--- config.mk ---
export PLATFORM = sky130hd
export DESIGN_NAME = bel_top
export DESIGN_NICKNAME = d
export VERILOG_FILES = /design/src/core/bel_pkg.sv /design/src/core/bel_bcast_if.sv /design/src/core/bel_bcast.sv /design/src/core/bel_top.sv
export SDC_FILE = /design/constraint.sdc
export NUM_CORES = 1
export LEC_CHECK = 0
export ABC_AREA = 1
export BUFFER_PORTS_ARGS = -buffer_cell sky130_fd_sc_hd__buf_2
export CELL_PAD_IN_SITES_DETAIL_PLACEMENT = 0
export CELL_PAD_IN_SITES_GLOBAL_PLACEMENT = 1
export CORE_ASPECT_RATIO = 2
export CORE_UTILIZATION = 38
export DETAILED_ROUTE_END_ITERATION = 10
export PLACE_DENSITY_LB_ADDON = 0.25
export RECOVER_POWER = 50
export SLEW_MARGIN = 20
export SYNTH_ARGS = -nofsm -noshare
export SYNTH_HDL_FRONTEND = slang
export SYNTH_SLANG_ARGS = --single-unit
--- constraint.sdc ---
create_clock -name clk_i -period 1.5 [get_ports clk_i]
set_input_delay 0.15 -clock clk_i [delete_from_list [all_inputs] [get_ports clk_i]]
set_output_delay 0.15 -clock clk_i [all_outputs]
set_load 0.01 [all_outputs]
--- src/core/bel_pkg.sv ---
// Purpose: shared constants and types for the bus error log
// Assumes: 64-bit registers seen as two 32-bit wishbone words
// Notes: offsets are byte addresses; address bit 2 picks the upper word
package bel_pkg;

  // register byte offsets
  localparam logic [16:0] OFF_CTRL = 17'h0_8038;
  localparam logic [16:0] OFF_ADDR = 17'h0_8040;
  localparam logic [16:0] OFF_DHI = 17'h0_8048;
  localparam logic [16:0] OFF_DLO = 17'h0_8050;
  localparam logic [16:0] OFF_ULOC = 17'h0_c008;
  localparam logic [16:0] OFF_CLOC = 17'h0_c010;
  localparam logic [16:0] OFF_USYN = 17'h1_1440;
  localparam logic [16:0] OFF_CSYN = 17'h1_1448;
  localparam logic [16:0] OFF_ENABLE = 17'h0_c100;
  localparam logic [16:0] OFF_STATUS = 17'h0_c108;

  // control capture layout: tid[5:0], mid[8:6], ctl_par[9], par[13:10]
  localparam int CTL_W = 14;
  localparam int CTRL_A_LSB = 32;
  localparam int CTRL_D_LSB = 0;

  // location log layout
  localparam int LOC_ADDR_W = 30;
  localparam int LOC_TID_LSB = 32;
  localparam int LOC_MID_LSB = 38;

  localparam logic [63:0] LOC_RST = 64'h0000_0000_3fff_ffff;
  localparam logic [63:0] SYN_RST = 64'h0000_0000_0000_0000;
  localparam logic [63:0] CAP_RST = 64'h0000_0000_0000_0000;

  localparam logic [2:0] MID_BCAST = 3'h7;
  localparam logic [2:0] MID_IOC = 3'h6;
  localparam logic [1:0] TID_CACHE = 2'h0;
  localparam logic [1:0] TID_XLATE = 2'h2;
  localparam logic [1:0] TID_PEER = 2'h1;
  localparam logic [1:0] TID_NMWR = 2'h3;

  // enable and status bit positions
  localparam int EN_BUS = 0;
  localparam int EN_COR = 1;
  localparam int EN_UNC = 2;
  localparam int EN_SIG = 3;
  localparam logic [3:0] EN_RST = 4'h0;
  localparam int ST_FRZ = 0;
  localparam int ST_UNC = 1;
  localparam int ST_COR = 2;
  localparam int ST_BC = 3;

  localparam int SB_W = 144;

  typedef enum logic [1:0] {IOC_CACHE, IOC_XLATE, IOC_PEER, IOC_NMWR} bel_ioc_src_e;
  typedef enum {BC_IDLE, BC_REQ, BC_DONE} bel_bcast_e;

  function automatic logic [1:0] tid_hi(input bel_ioc_src_e s);
    case (s)
      IOC_CACHE: tid_hi = TID_CACHE;
      IOC_XLATE: tid_hi = TID_XLATE;
      IOC_PEER: tid_hi = TID_PEER;
      default: tid_hi = TID_NMWR;
    endcase
  endfunction

  function automatic logic [63:0] loc_word(input logic [2:0] mid, input logic [5:0] tid,
                                           input logic [29:0] line);
    loc_word = '0;
    loc_word[LOC_MID_LSB +: 3] = mid;
    loc_word[LOC_TID_LSB +: 6] = tid;
    loc_word[LOC_ADDR_W-1:0] = line;
  endfunction

endpackage

--- src/core/bel_bcast_if.sv ---
// Purpose: links the log core to the broadcast-error issuer
// Assumes: single clock
// Notes: trig and clr are one-cycle pulses
`timescale 1ns/10ps
interface bel_bcast_if;
  logic trig;
  logic clr;
  logic gnt;
  logic req;
  logic blocked;
  modport core (input trig, input clr, input gnt, output req, output blocked);
  modport ctl (output trig, output clr, output gnt, input req, input blocked);
endinterface

--- src/core/bel_bcast.sv ---
// Purpose: issues one broadcast-error transaction per uncleared error
// Assumes: grant comes from on-chip arbitration on the same clock
// Notes: only broadcast errors exist here; directed errors are never made
`timescale 1ns/10ps
module bel_bcast (
  input wire logic clk_i,
  input wire logic rst_i,
  bel_bcast_if.core bc
);

  bel_pkg::bel_bcast_e state_ff;
  bel_pkg::bel_bcast_e nxt_state;

  // a new error in the clearing cycle re-arms at once, so it is not lost
  always_comb begin
    nxt_state = state_ff;
    case (state_ff)
      bel_pkg::BC_IDLE: begin
        if (bc.trig) nxt_state = bel_pkg::BC_REQ;
      end
      bel_pkg::BC_REQ: begin
        if (bc.gnt) nxt_state = bel_pkg::BC_DONE;
      end
      bel_pkg::BC_DONE: begin
        if (bc.trig && bc.clr) nxt_state = bel_pkg::BC_REQ;
        else if (bc.clr) nxt_state = bel_pkg::BC_IDLE;
      end
      default: nxt_state = bel_pkg::BC_IDLE;
    endcase
  end

  always_ff @(posedge clk_i) begin
    if (rst_i) state_ff <= bel_pkg::BC_IDLE;
    else state_ff <= nxt_state;
  end

  // the only error request type driven out is broadcast
  assign bc.req = (state_ff == bel_pkg::BC_REQ);
  assign bc.blocked = (state_ff != bel_pkg::BC_IDLE);

endmodule

--- src/core/bel_top.sv ---
// Purpose: system bus capture and memory error logs, read over wishbone
// Assumes: one 20 MHz clock; system bus pins are synchronised here
// Notes: each 64-bit log is two words, low word at the lower address
// Functional notes
// - control capture: address-cycle fields in upper half, data-cycle in lower
// - control capture reloads each non-idle cycle, holds once an error is seen
// - broadcast errors we issue carry requester tag 7
// - io_controller transactions carry requester tag 6
// - io_controller transaction tag top bits: 00 cache, 10 translate, 01 peer, 11 write
// - address capture loads lower 64 bus bits per address cycle, freezes on error
// - upper data capture loads upper 64 data bits per data cycle, freezes on error
// - lower data capture loads lower 64 data bits per data cycle, freezes on error
// - uncorrectable log keeps requester, transaction tag, line address; updates only then
// - correctable log keeps requester, transaction tag, address; updates only then
// - location log address bits reset to all ones
// - uncorrectable syndrome: one byte per word, byte N from word N
// - correctable syndrome stored with the same byte-per-word order
// - syndrome logs reset to zero and change only on their error
// - uncorrectable read served cache-to-cache raises a broadcast error
// - no directed-error transaction is ever issued
// - one broadcast per error until software clears it
// - correctable checking and logging run only while its enable is set
// - an error sets status and freezes logs only when its log enable is set
`timescale 1ns/10ps
module bel_top (
  input wire logic clk_i,
  input wire logic rst_i,
  // wishbone slave
  input wire logic wb_cyc_i,
  input wire logic wb_stb_i,
  input wire logic wb_we_i,
  input wire logic [31:0] wb_adr_i,
  input wire logic [3:0] wb_sel_i,
  input wire logic [31:0] wb_dat_i,
  output logic [31:0] wb_dat_o,
  output logic wb_ack_o,
  // system bus observation pins
  input wire logic sb_addr_cyc_i,
  input wire logic sb_data_cyc_i,
  input wire logic [127:0] sb_ad_i,
  input wire logic [5:0] sb_tid_i,
  input wire logic [2:0] sb_mid_i,
  input wire logic sb_ctl_par_i,
  input wire logic [3:0] sb_ad_par_i,
  // error events from on-chip checkers
  input wire logic bus_err_i,
  input wire logic mem_unc_err_i,
  input wire logic mem_cor_err_i,
  input wire logic mem_c2c_hit_i,
  input wire logic [2:0] mem_mid_i,
  input wire logic [5:0] mem_tid_i,
  input wire logic [29:0] mem_line_i,
  input wire logic [63:0] uncorr_err_syndrome_i,
  // broadcast error issue
  input wire logic bcast_gnt_i,
  output logic bcast_req_o,
  output logic [2:0] bcast_mid_o,
  // io_controller tag generation
  input wire bel_pkg::bel_ioc_src_e ioc_src_i,
  input wire logic [3:0] ioc_tid_lo_i,
  output logic [2:0] ioc_mid_o,
  output logic [5:0] ioc_tid_o,
  output logic corr_chk_en_o
);

  logic [bel_pkg::SB_W-1:0] sb_s1_ff;
  logic [bel_pkg::SB_W-1:0] sb_s2_ff;
  logic s_acyc;
  logic s_dcyc;
  logic [127:0] s_ad;
  logic [5:0] s_tid;
  logic [2:0] s_mid;
  logic s_cpar;
  logic [3:0] s_apar;
  logic [bel_pkg::CTL_W-1:0] ctl_w;

  logic [63:0] ctrl_ff;
  logic [63:0] addr_ff;
  logic [63:0] dhi_ff;
  logic [63:0] dlo_ff;
  logic [63:0] uloc_ff;
  logic [63:0] usyn_ff;
  logic [63:0] cloc_ff;
  logic [63:0] csyn_ff;
  logic [3:0] en_ff;
  logic frz_ff;
  logic ustat_ff;
  logic cstat_ff;
  logic [5:0] ioc_tid_ff;

  logic ack_ff;
  logic [31:0] dat_ff;
  logic req_w;
  logic wr_w;
  logic in_rng_w;
  logic st_wr_w;
  logic [63:0] rd64;
  logic [3:0] st_w;

  logic bus_ev;
  logic unc_ev;
  logic cor_ev;
  logic bc_trig_w;
  logic bc_clr_w;

  bel_bcast_if bc_if ();

  // ---------------- pin synchronisers
  // wide but cheap: capture values are only ever read after the second stage
  always_ff @(posedge clk_i) begin
    if (rst_i) begin
      sb_s1_ff <= '0;
      sb_s2_ff <= '0;
    end else begin
      sb_s1_ff <= {sb_addr_cyc_i, sb_data_cyc_i, sb_ad_i, sb_tid_i, sb_mid_i,
                   sb_ctl_par_i, sb_ad_par_i};
      sb_s2_ff <= sb_s1_ff;
    end
  end

  assign {s_acyc, s_dcyc, s_ad, s_tid, s_mid, s_cpar, s_apar} = sb_s2_ff;
  assign ctl_w = {s_apar, s_cpar, s_mid, s_tid};

  // ---------------- error events, gated by their log enables
  assign bus_ev = bus_err_i && en_ff[bel_pkg::EN_BUS];
  assign unc_ev = mem_unc_err_i && en_ff[bel_pkg::EN_UNC];
  assign cor_ev = mem_cor_err_i && en_ff[bel_pkg::EN_COR];
  assign corr_chk_en_o = en_ff[bel_pkg::EN_COR];

  // ---------------- bus capture
  always_ff @(posedge clk_i) begin
    if (rst_i) begin
      ctrl_ff <= bel_pkg::CAP_RST;
      addr_ff <= bel_pkg::CAP_RST;
    end else if (!frz_ff) begin
      if (s_acyc) begin
        ctrl_ff[bel_pkg::CTRL_A_LSB +: bel_pkg::CTL_W] <= ctl_w;
        addr_ff <= s_ad[63:0];
      end
      if (s_dcyc) begin
        ctrl_ff[bel_pkg::CTRL_D_LSB +: bel_pkg::CTL_W] <= ctl_w;
      end
    end
  end

  always_ff @(posedge clk_i) begin
    if (rst_i) begin
      dhi_ff <= bel_pkg::CAP_RST;
      dlo_ff <= bel_pkg::CAP_RST;
    end else if (!frz_ff && s_dcyc) begin
      dhi_ff <= s_ad[127:64];
      dlo_ff <= s_ad[63:0];
    end
  end

  // freeze: a new error in the clearing cycle keeps it set
  always_ff @(posedge clk_i) begin
    if (rst_i) frz_ff <= 1'b0;
    else if (bus_ev) frz_ff <= 1'b1;
    else if (st_wr_w && wb_dat_i[bel_pkg::ST_FRZ]) frz_ff <= 1'b0;
  end

  // ---------------- uncorrectable log, first error wins until cleared
  always_ff @(posedge clk_i) begin
    if (rst_i) begin
      uloc_ff <= bel_pkg::LOC_RST;
      usyn_ff <= bel_pkg::SYN_RST;
    end else if (unc_ev && !ustat_ff) begin
      uloc_ff <= bel_pkg::loc_word(mem_mid_i, mem_tid_i, mem_line_i);
      usyn_ff <= uncorr_err_syndrome_i;
    end
  end

  always_ff @(posedge clk_i) begin
    if (rst_i) ustat_ff <= 1'b0;
    else if (unc_ev) ustat_ff <= 1'b1;
    else if (st_wr_w && wb_dat_i[bel_pkg::ST_UNC]) ustat_ff <= 1'b0;
  end

  // ---------------- correctable log
  always_ff @(posedge clk_i) begin
    if (rst_i) begin
      cloc_ff <= bel_pkg::LOC_RST;
      csyn_ff <= bel_pkg::SYN_RST;
    end else if (cor_ev && !cstat_ff) begin
      cloc_ff <= bel_pkg::loc_word(mem_mid_i, mem_tid_i, mem_line_i);
      csyn_ff <= uncorr_err_syndrome_i;
    end
  end

  always_ff @(posedge clk_i) begin
    if (rst_i) cstat_ff <= 1'b0;
    else if (cor_ev) cstat_ff <= 1'b1;
    else if (st_wr_w && wb_dat_i[bel_pkg::ST_COR]) cstat_ff <= 1'b0;
  end

  // ---------------- broadcast error issue
  // a cache-to-cache hit leaves no path to flag bad data, so broadcast instead
  assign bc_trig_w = en_ff[bel_pkg::EN_SIG] &&
                     (bus_ev || (unc_ev && mem_c2c_hit_i));
  assign bc_clr_w = st_wr_w && wb_dat_i[bel_pkg::ST_BC];

  assign bc_if.trig = bc_trig_w;
  assign bc_if.clr = bc_clr_w;
  assign bc_if.gnt = bcast_gnt_i;

  bel_bcast bel_bcast_i (
    .clk_i(clk_i),
    .rst_i(rst_i),
    .bc(bc_if.core)
  );

  assign bcast_req_o = bc_if.req;
  assign bcast_mid_o = bel_pkg::MID_BCAST;

  // ---------------- io_controller tags
  always_ff @(posedge clk_i) begin
    if (rst_i) ioc_tid_ff <= 6'h00;
    else ioc_tid_ff <= {bel_pkg::tid_hi(ioc_src_i), ioc_tid_lo_i};
  end

  assign ioc_tid_o = ioc_tid_ff;
  assign ioc_mid_o = bel_pkg::MID_IOC;

  // ---------------- wishbone slave, ack one cycle after the strobe
  assign req_w = wb_cyc_i && wb_stb_i && !ack_ff;
  assign in_rng_w = (wb_adr_i[31:17] == 15'h0000);
  // writes land on the edge at which the master samples ack, never a cycle early
  assign wr_w = wb_cyc_i && wb_stb_i && ack_ff && wb_we_i && in_rng_w;
  assign st_wr_w = wr_w && wb_sel_i[0] && (wb_adr_i[16:2] == bel_pkg::OFF_STATUS[16:2]);
  assign st_w = {bc_if.blocked, cstat_ff, ustat_ff, frz_ff};

  always_comb begin
    rd64 = 64'h0000_0000_0000_0000;
    if (in_rng_w) begin
      case (wb_adr_i[16:3])
        bel_pkg::OFF_CTRL[16:3]: rd64 = ctrl_ff;
        bel_pkg::OFF_ADDR[16:3]: rd64 = addr_ff;
        bel_pkg::OFF_DHI[16:3]: rd64 = dhi_ff;
        bel_pkg::OFF_DLO[16:3]: rd64 = dlo_ff;
        bel_pkg::OFF_ULOC[16:3]: rd64 = uloc_ff;
        bel_pkg::OFF_USYN[16:3]: rd64 = usyn_ff;
        bel_pkg::OFF_CLOC[16:3]: rd64 = cloc_ff;
        bel_pkg::OFF_CSYN[16:3]: rd64 = csyn_ff;
        bel_pkg::OFF_ENABLE[16:3]: rd64 = {60'h0, en_ff};
        bel_pkg::OFF_STATUS[16:3]: rd64 = {60'h0, st_w};
        default: rd64 = 64'h0000_0000_0000_0000;
      endcase
    end
  end

  always_ff @(posedge clk_i) begin
    if (rst_i) ack_ff <= 1'b0;
    else ack_ff <= req_w;
  end

  always_ff @(posedge clk_i) begin
    if (rst_i) dat_ff <= 32'h0000_0000;
    else if (req_w && !wb_we_i) dat_ff <= wb_adr_i[2] ? rd64[63:32] : rd64[31:0];
  end

  // only the enable and status words take writes; logs ignore them
  always_ff @(posedge clk_i) begin
    if (rst_i) en_ff <= bel_pkg::EN_RST;
    else if (wr_w && wb_sel_i[0] && wb_adr_i[16:2] == bel_pkg::OFF_ENABLE[16:2])
      en_ff <= wb_dat_i[3:0];
  end

  assign wb_ack_o = ack_ff;
  assign wb_dat_o = dat_ff;
endmodule

==> results_dict.tcl, run 1 <==
set metrics [dict create \
    reg2reg_slack_ns 0.06 \
    power.total_uw 43000 \
    antenna_left 0 \
    syn-cell-area_um2 28800 \
    drc 0 \
    total_leakage_power_uw 0.0171 \
    port_buffers 338 \
    fmax_mhz 693 \
    wl_met2_um 42600 \
    grt_setup_unrepaired "yes" \
    muxShareOfSynthArea_pct 0 \
    htreeDepth 3 \
    routabilityCongestion 0.905 \
    hold_path.class "input pin to register" \
    arrival_ns 2.00 \
    synth-compound-area-share_pct 13.5 \
    layout.cells.non_filler 5563 \
    startpoint_type "register" \
    layout-drive-gt1-share_pct 16.9 \
    status "finished clean" \
    grt_max_degree 104 \
    synth-xor-area-share_pct 0 \
    yosysUniqueCellTypes 32 \
    hold-path-endpoint "bel_bcast_i.state_ff[0]" \
    drtIter0Drc 1534 \
    synth_edf_count 0 \
    setup_viol 0 \
    irDropWorstVdd_mv 0.873 \
    worstReg2RegStart "wb_ack_o" \
    rows 142 \
    routedLengthMet1_um 43900 \
    dpl-instance-area_um2 33000 \
    async_flop_share_pct 0 \
    track_usage_pct 24.7 \
    hold_start "wb_sel_i[0]" \
    areaGrowthSynthToFinish_pct 33.0 \
    skew_ns 0.0147 \
    final_cell_mix "nor2_1, dfxtp_1, inv_1" \
    synth-main-ff-cell "dfxtp_1" \
    fp.dieH_um 391 \
    r2r_end "wb_dat_o[28]" \
    fin_area_um2 38200 \
    yosysSeqAreaShare_pct 53.0 \
    final_nets 4833 \
    cts-root-buf "clkbuf_16" \
    fillCellCount 7656 \
    yosysTopAreaCell "dfxtp_1" \
    clock_path_buffers 3 \
    fp.dieW_um 197 \
    wl_met3_um 5190 \
    tightest_slew_ns 0.761 \
    antenna_found_initial 5 \
    num_antenna_cells 0 \
    grt_first_pass_wirelength_um 145000 \
    core-area_um2 75000 \
    io_pins 378 \
    cts.clk_slew.worst_paths_ns 0.07 \
    yosys.area_share.simple_pct 22.6 \
    timing.setup.tns_ns 0 \
    ys_seq_elements 762 \
    r2r_cells 9 \
    initial_core_util_pct 38.4 \
    first_global_vias 24800 \
    holdPathStages 7 \
    register_area_um2 15300 \
    dp_hpwl_um 70100 \
    multiInputGateArea_um2 10500 \
    synth_top_family_by_area "simple AND/OR/NAND/NOR gates" \
    critPathKind "register to register" \
    fin_crit_sh_pct 96.1 \
    clk_latency_ns 0.64 \
    hold_viol 0 \
    drt-pass1-iter-count 5 \
    numCtsBuffers 70 \
    synth_area_leaders "dfxtp_1, nor2_1, o21ai_0" \
    slew_headroom_pct 49.3 \
    cap_viol_max_count 0 \
    routed.top_layer "met5" \
    vias_per_cell 4.64 \
    timing.final.ws_setup_ns 0.0579 \
    power_density_nw_per_um2 1120 \
    yosysWarnings 0 \
    syn_inst 3840 \
    tritoncts "built" \
    synthAdderAreaFrac_pct 0 \
    cp_max_fo 8 \
    die_area_um2 76800 \
    maxSlewViolCount 0 \
    wl_per_cell_um 17.1 \
    synth_top_area_share_pct 53.0 \
    cp-startpoint "wb_ack_o" \
    overflow 0 \
    placed_cells 5160 \
    min_period_ns 1.44 \
    place_ws_ns -0.567 \
    end_kind "register" \
    mostFrequentLayoutCell "nor2_1" \
    cts_sinks 762 \
    syn_area_per_cell_um2 7.49 \
    dr_total_vias 25800 \
    required_ns 2.06 \
    wl_um 94900 \
]
synthesized netlist by cell type, types with 4 or more instances:
library cell,instances
nor2_4,7
buf_4,17
nor2_1,931
nand4_1,8
a21oi_1,170
nand3b_1,4
nand3_1,251
nor3_1,6
nand3_2,31
clkbuf_1,192
nor2_2,6
nand2_2,6
inv_1,523
o21ai_0,474
a21oi_2,28
nand2_1,309
buf_2,35
inv_2,4
o211ai_1,44
o21ai_1,18
dfxtp_1,762
logic make-up (layout without fill, tap and decap cells):
| family | Yosys count | in the layout |
|---|---|---|
| and+or+nand+nor | 1562 | 1562 |
| buffers and inverters | 779 | 1490 |
| DFF | 762 | 762 |
| AOI/OAI and AO/OA | 735 | 735 |
| other | 2 | 6 |
report_power, final:
group          internal, uW  total (uW)  switching (uW)
registers             20900       21200             306
logic                  1370        2910            1540
clock network         10900       18900            7980
total                 33100       43000            9820
registers in the layout (all words and copies together) (netlist names), 28 cells and up:
register,cells
dhi_ff,64
addr_ff,64
csyn_ff,64
uloc_ff,39
sb_s2_ff,144
ctrl_ff,28
usyn_ff,64
wb_dat_o,32
sb_s1_ff,144
cloc_ff,39
dlo_ff,64
worst max-delay path by stage:
stage              endpoint  slack (ns)  cells past startpoint
2_1_floorplan   csyn_ff[48]       0.005                      7
3_3_place_gp   wb_dat_o[28]       -0.57                     11
3_5_place_dp   wb_dat_o[28]       -0.57                     11
4_1_cts         bcast_req_o      -0.006                      3
5_1_grt        wb_dat_o[13]      -0.008                      9
6_report       wb_dat_o[28]        0.06                      9
final cells by class:
class                   count  share of cell area [%]
flip-flops and latches    762                    39.9
well taps                1008                    3.30
inverters                 529                    5.25
clock inverters            29                    1.02
repair buffers            836                    17.8
clock buffers              96                    5.29
multi-input cells        2303                    27.5
repair_timing:
item,in CTS,in global routing
resized for setup,4,27
cloned,0,1
hold buffers,277,0
hold endpoints to repair,391,0
endpoints found under the setup margin,13,72
pin swaps,0,2
setup buffers,0,0
metrics by stage:
stage	util (%)	hold slack, ns
final	51.0	0.0550
after floorplan	-	0.257
after global routing	51.0	0.0712
after global placement	44.1	0.348
after CTS	51.0	0.0413
after detailed placement	44.1	0.355
layer usage:
layer | up-vias | track usage, %
met5 | - | 0
met4 | 8 | 9.32
met3 | 145 | 4.06
met2 | 737 | 39.2
met1 | 11700 | 33.5
li1 | 13300 | -
worst max-delay path, stage by stage (launching register included):
cell and delay [ns]:
dfxtp_1 0.32, nor3_2 0.17, inv_1 0.08, nor2_2 0.10
buf_4 0.14, nand2_2 0.07, clkinv_4 0.11, clkbuf_16 0.19
nand3_2 0.07, a21oi_2 0.10
No activity file was read; power rests on OpenSTA's default activity.
==> run 2, diff against run 1 <==
CORE_UTILIZATION = 45   (was 38)
clock period = 1.74 ns   (was 1.5 ns; I/O delays follow)
==> run 2 against run 1 <==
Global-route usage increased by 3.3 points. Via count about the same. Critical path depth decreased by 3. Die area decreased by 15%. Final cell count decreased by 4.7%. Utilization increased by 8.3 points. Register-to-register slack improved by 0.06 ns. Maximum frequency decreased by 11%. Clock-buffer cell count decreased by 5. Clock skew increased by 0.0067 ns. Worst setup slack improved by 0.056 ns. Largest cell class unchanged.
==> results_dict.tcl, run 2 (synthesized netlist as in run 1, its figures left out) <==
set metrics [dict create \
    grt_setup_unrepaired "no" \
    slew_headroom_pct 36.7 \
    register_area_um2 15300 \
    drtIter0Drc 1855 \
    routabilityCongestion 0.916 \
    vias_per_cell 4.87 \
    dpl-instance-area_um2 32300 \
    cts_resized 0 \
    clock_path_buffers 3 \
    port_buffers 338 \
    maxSlewViolCount 0 \
    rows 130 \
    irDropWorstVdd_mv 0.810 \
    htreeDepth 3 \
    power.total_uw 37000 \
    fin_crit_sh_pct 93.4 \
    dr_total_vias 25800 \
    cp_max_fo 31 \
    mostFrequentLayoutCell "nor2_1" \
    cts_sinks 762 \
    hold_path.class "input pin to register" \
    cts_setup_buffers 0 \
    total_leakage_power_uw 0.0166 \
    critPathKind "register to register" \
    placed_cells 4908 \
    skew_ns 0.0214 \
    fmax_mhz 615 \
    wl_um 91700 \
    min_period_ns 1.63 \
    fp.dieW_um 181 \
    tightest_slew_ns 0.950 \
    track_usage_pct 28.0 \
    drc 0 \
    final_nets 4789 \
    die_area_um2 65000 \
    timing.setup.tns_ns 0 \
    first_global_vias 24700 \
    status "finished clean" \
    grt_first_pass_wirelength_um 141000 \
    antenna_found_initial 1 \
    areaGrowthSynthToFinish_pct 29.7 \
    numCtsBuffers 68 \
    core-area_um2 62900 \
    tritoncts "built" \
    fp.dieH_um 360 \
    drt-pass1-iter-count 6 \
    layout-drive-gt1-share_pct 15.1 \
    power_density_nw_per_um2 992 \
    arrival_ns 2.19 \
    cts-root-buf "clkbuf_16" \
    end_kind "register" \
    setup_viol 0 \
    final_util_pct 59.3 \
    clk_latency_ns 0.63 \
    hold_viol 0 \
    top_regs "sb_s1_ff x144, sb_s2_ff x144" \
    cap_viol_max_count 0 \
    fin_area_um2 37300 \
    antenna_left 0 \
    wl_per_cell_um 17.3 \
    fillCellCount 5928 \
    io_pins 378 \
    initial_core_util_pct 45.7 \
    dp_hpwl_um 65500 \
    startpoint_type "register" \
    final_cell_mix "nor2_1, dfxtp_1, inv_1" \
    multiInputGateArea_um2 10500 \
    layout.cells.non_filler 5303 \
    cts.clk_slew.worst_paths_ns 0.07 \
    overflow 0 \
    required_ns 2.30 \
    grt_max_degree 154 \
]
## run 2: cell types whose count changed in the layout (fill, tap and decap cells not counted), moves of 6 or more
cell	delta
clkbuf_1	+35
buf_2	-30
buf_4	-16
buf_12	-14
clkbuf_8	-6
o21ai_0	+6
o21ai_1	-6
## run 2: metrics by stage
stage / hold WS, ns / worst slack, ns
2_1_floorplan: 0.281 / 0.234
3_3_place_gp: 0.372 / -0.296
3_5_place_dp: 0.379 / -0.273
4_1_cts: 0.0677 / 0.159
5_1_grt: 0.141 / 0.0261
6_report: 0.0740 / 0.114
## run 2: cell type report
| cell class | count | share of cell area, % |
|---|---|---|
| Antenna cell | 1 | 0.00671 |
| Clock inverter | 31 | 1.34 |
| Multi-Input combinational cell | 2303 | 28.1 |
| Inverter | 529 | 5.37 |
| Clock buffer | 91 | 5.15 |
| Tap cell | 792 | 2.66 |
| Sequential cell | 762 | 40.9 |
| Timing Repair Buffer | 794 | 16.5 |
## run 2: report_power, final
| group | total (uW) | internal, uW | switching [uW] |
|---|---|---|---|
| logic | 2420 | 1130 | 1290 |
| clock network | 16300 | 9380 | 6930 |
| registers | 18300 | 18000 | 262 |
| total | 37000 | 28500 | 8480 |
## run 2: worst paths after layout
check           startpoint                       to  slack, ns  cells past startpoint
max                 frz_ff              addr_ff[30]       0.11                      6
min          mem_c2c_hit_i  bel_bcast_i.state_ff[0]       0.07                      7
max reg2reg         frz_ff              addr_ff[30]       0.11                      6
min reg2reg   sb_s1_ff[45]             sb_s2_ff[45]       0.40                      2
## run 2: critical path, stage by stage, from the launching register on
cell and delay [ns]:
dfxtp_1 0.39, inv_1 0.19, nand2_4 0.11, inv_1 0.06, buf_2 0.55, nor2_1 0.10, nor2_1 0.13
## run 2: repair_timing
| item | CTS | global route |
|---|---|---|
| hold buffers | 272 | 0 |
| setup endpoints to repair | 0 | 0 |
| endpoints found under the hold margin | 389 | 0 |
## run 2: routing by layer
metal	up-vias	GRT usage, %	wire, um
li1	13200	-	-
met1	11700	37.9	42100
met2	802	45.8	41800
met3	123	3.93	5160
met4	0	8.85	2580
met5	-	0	0
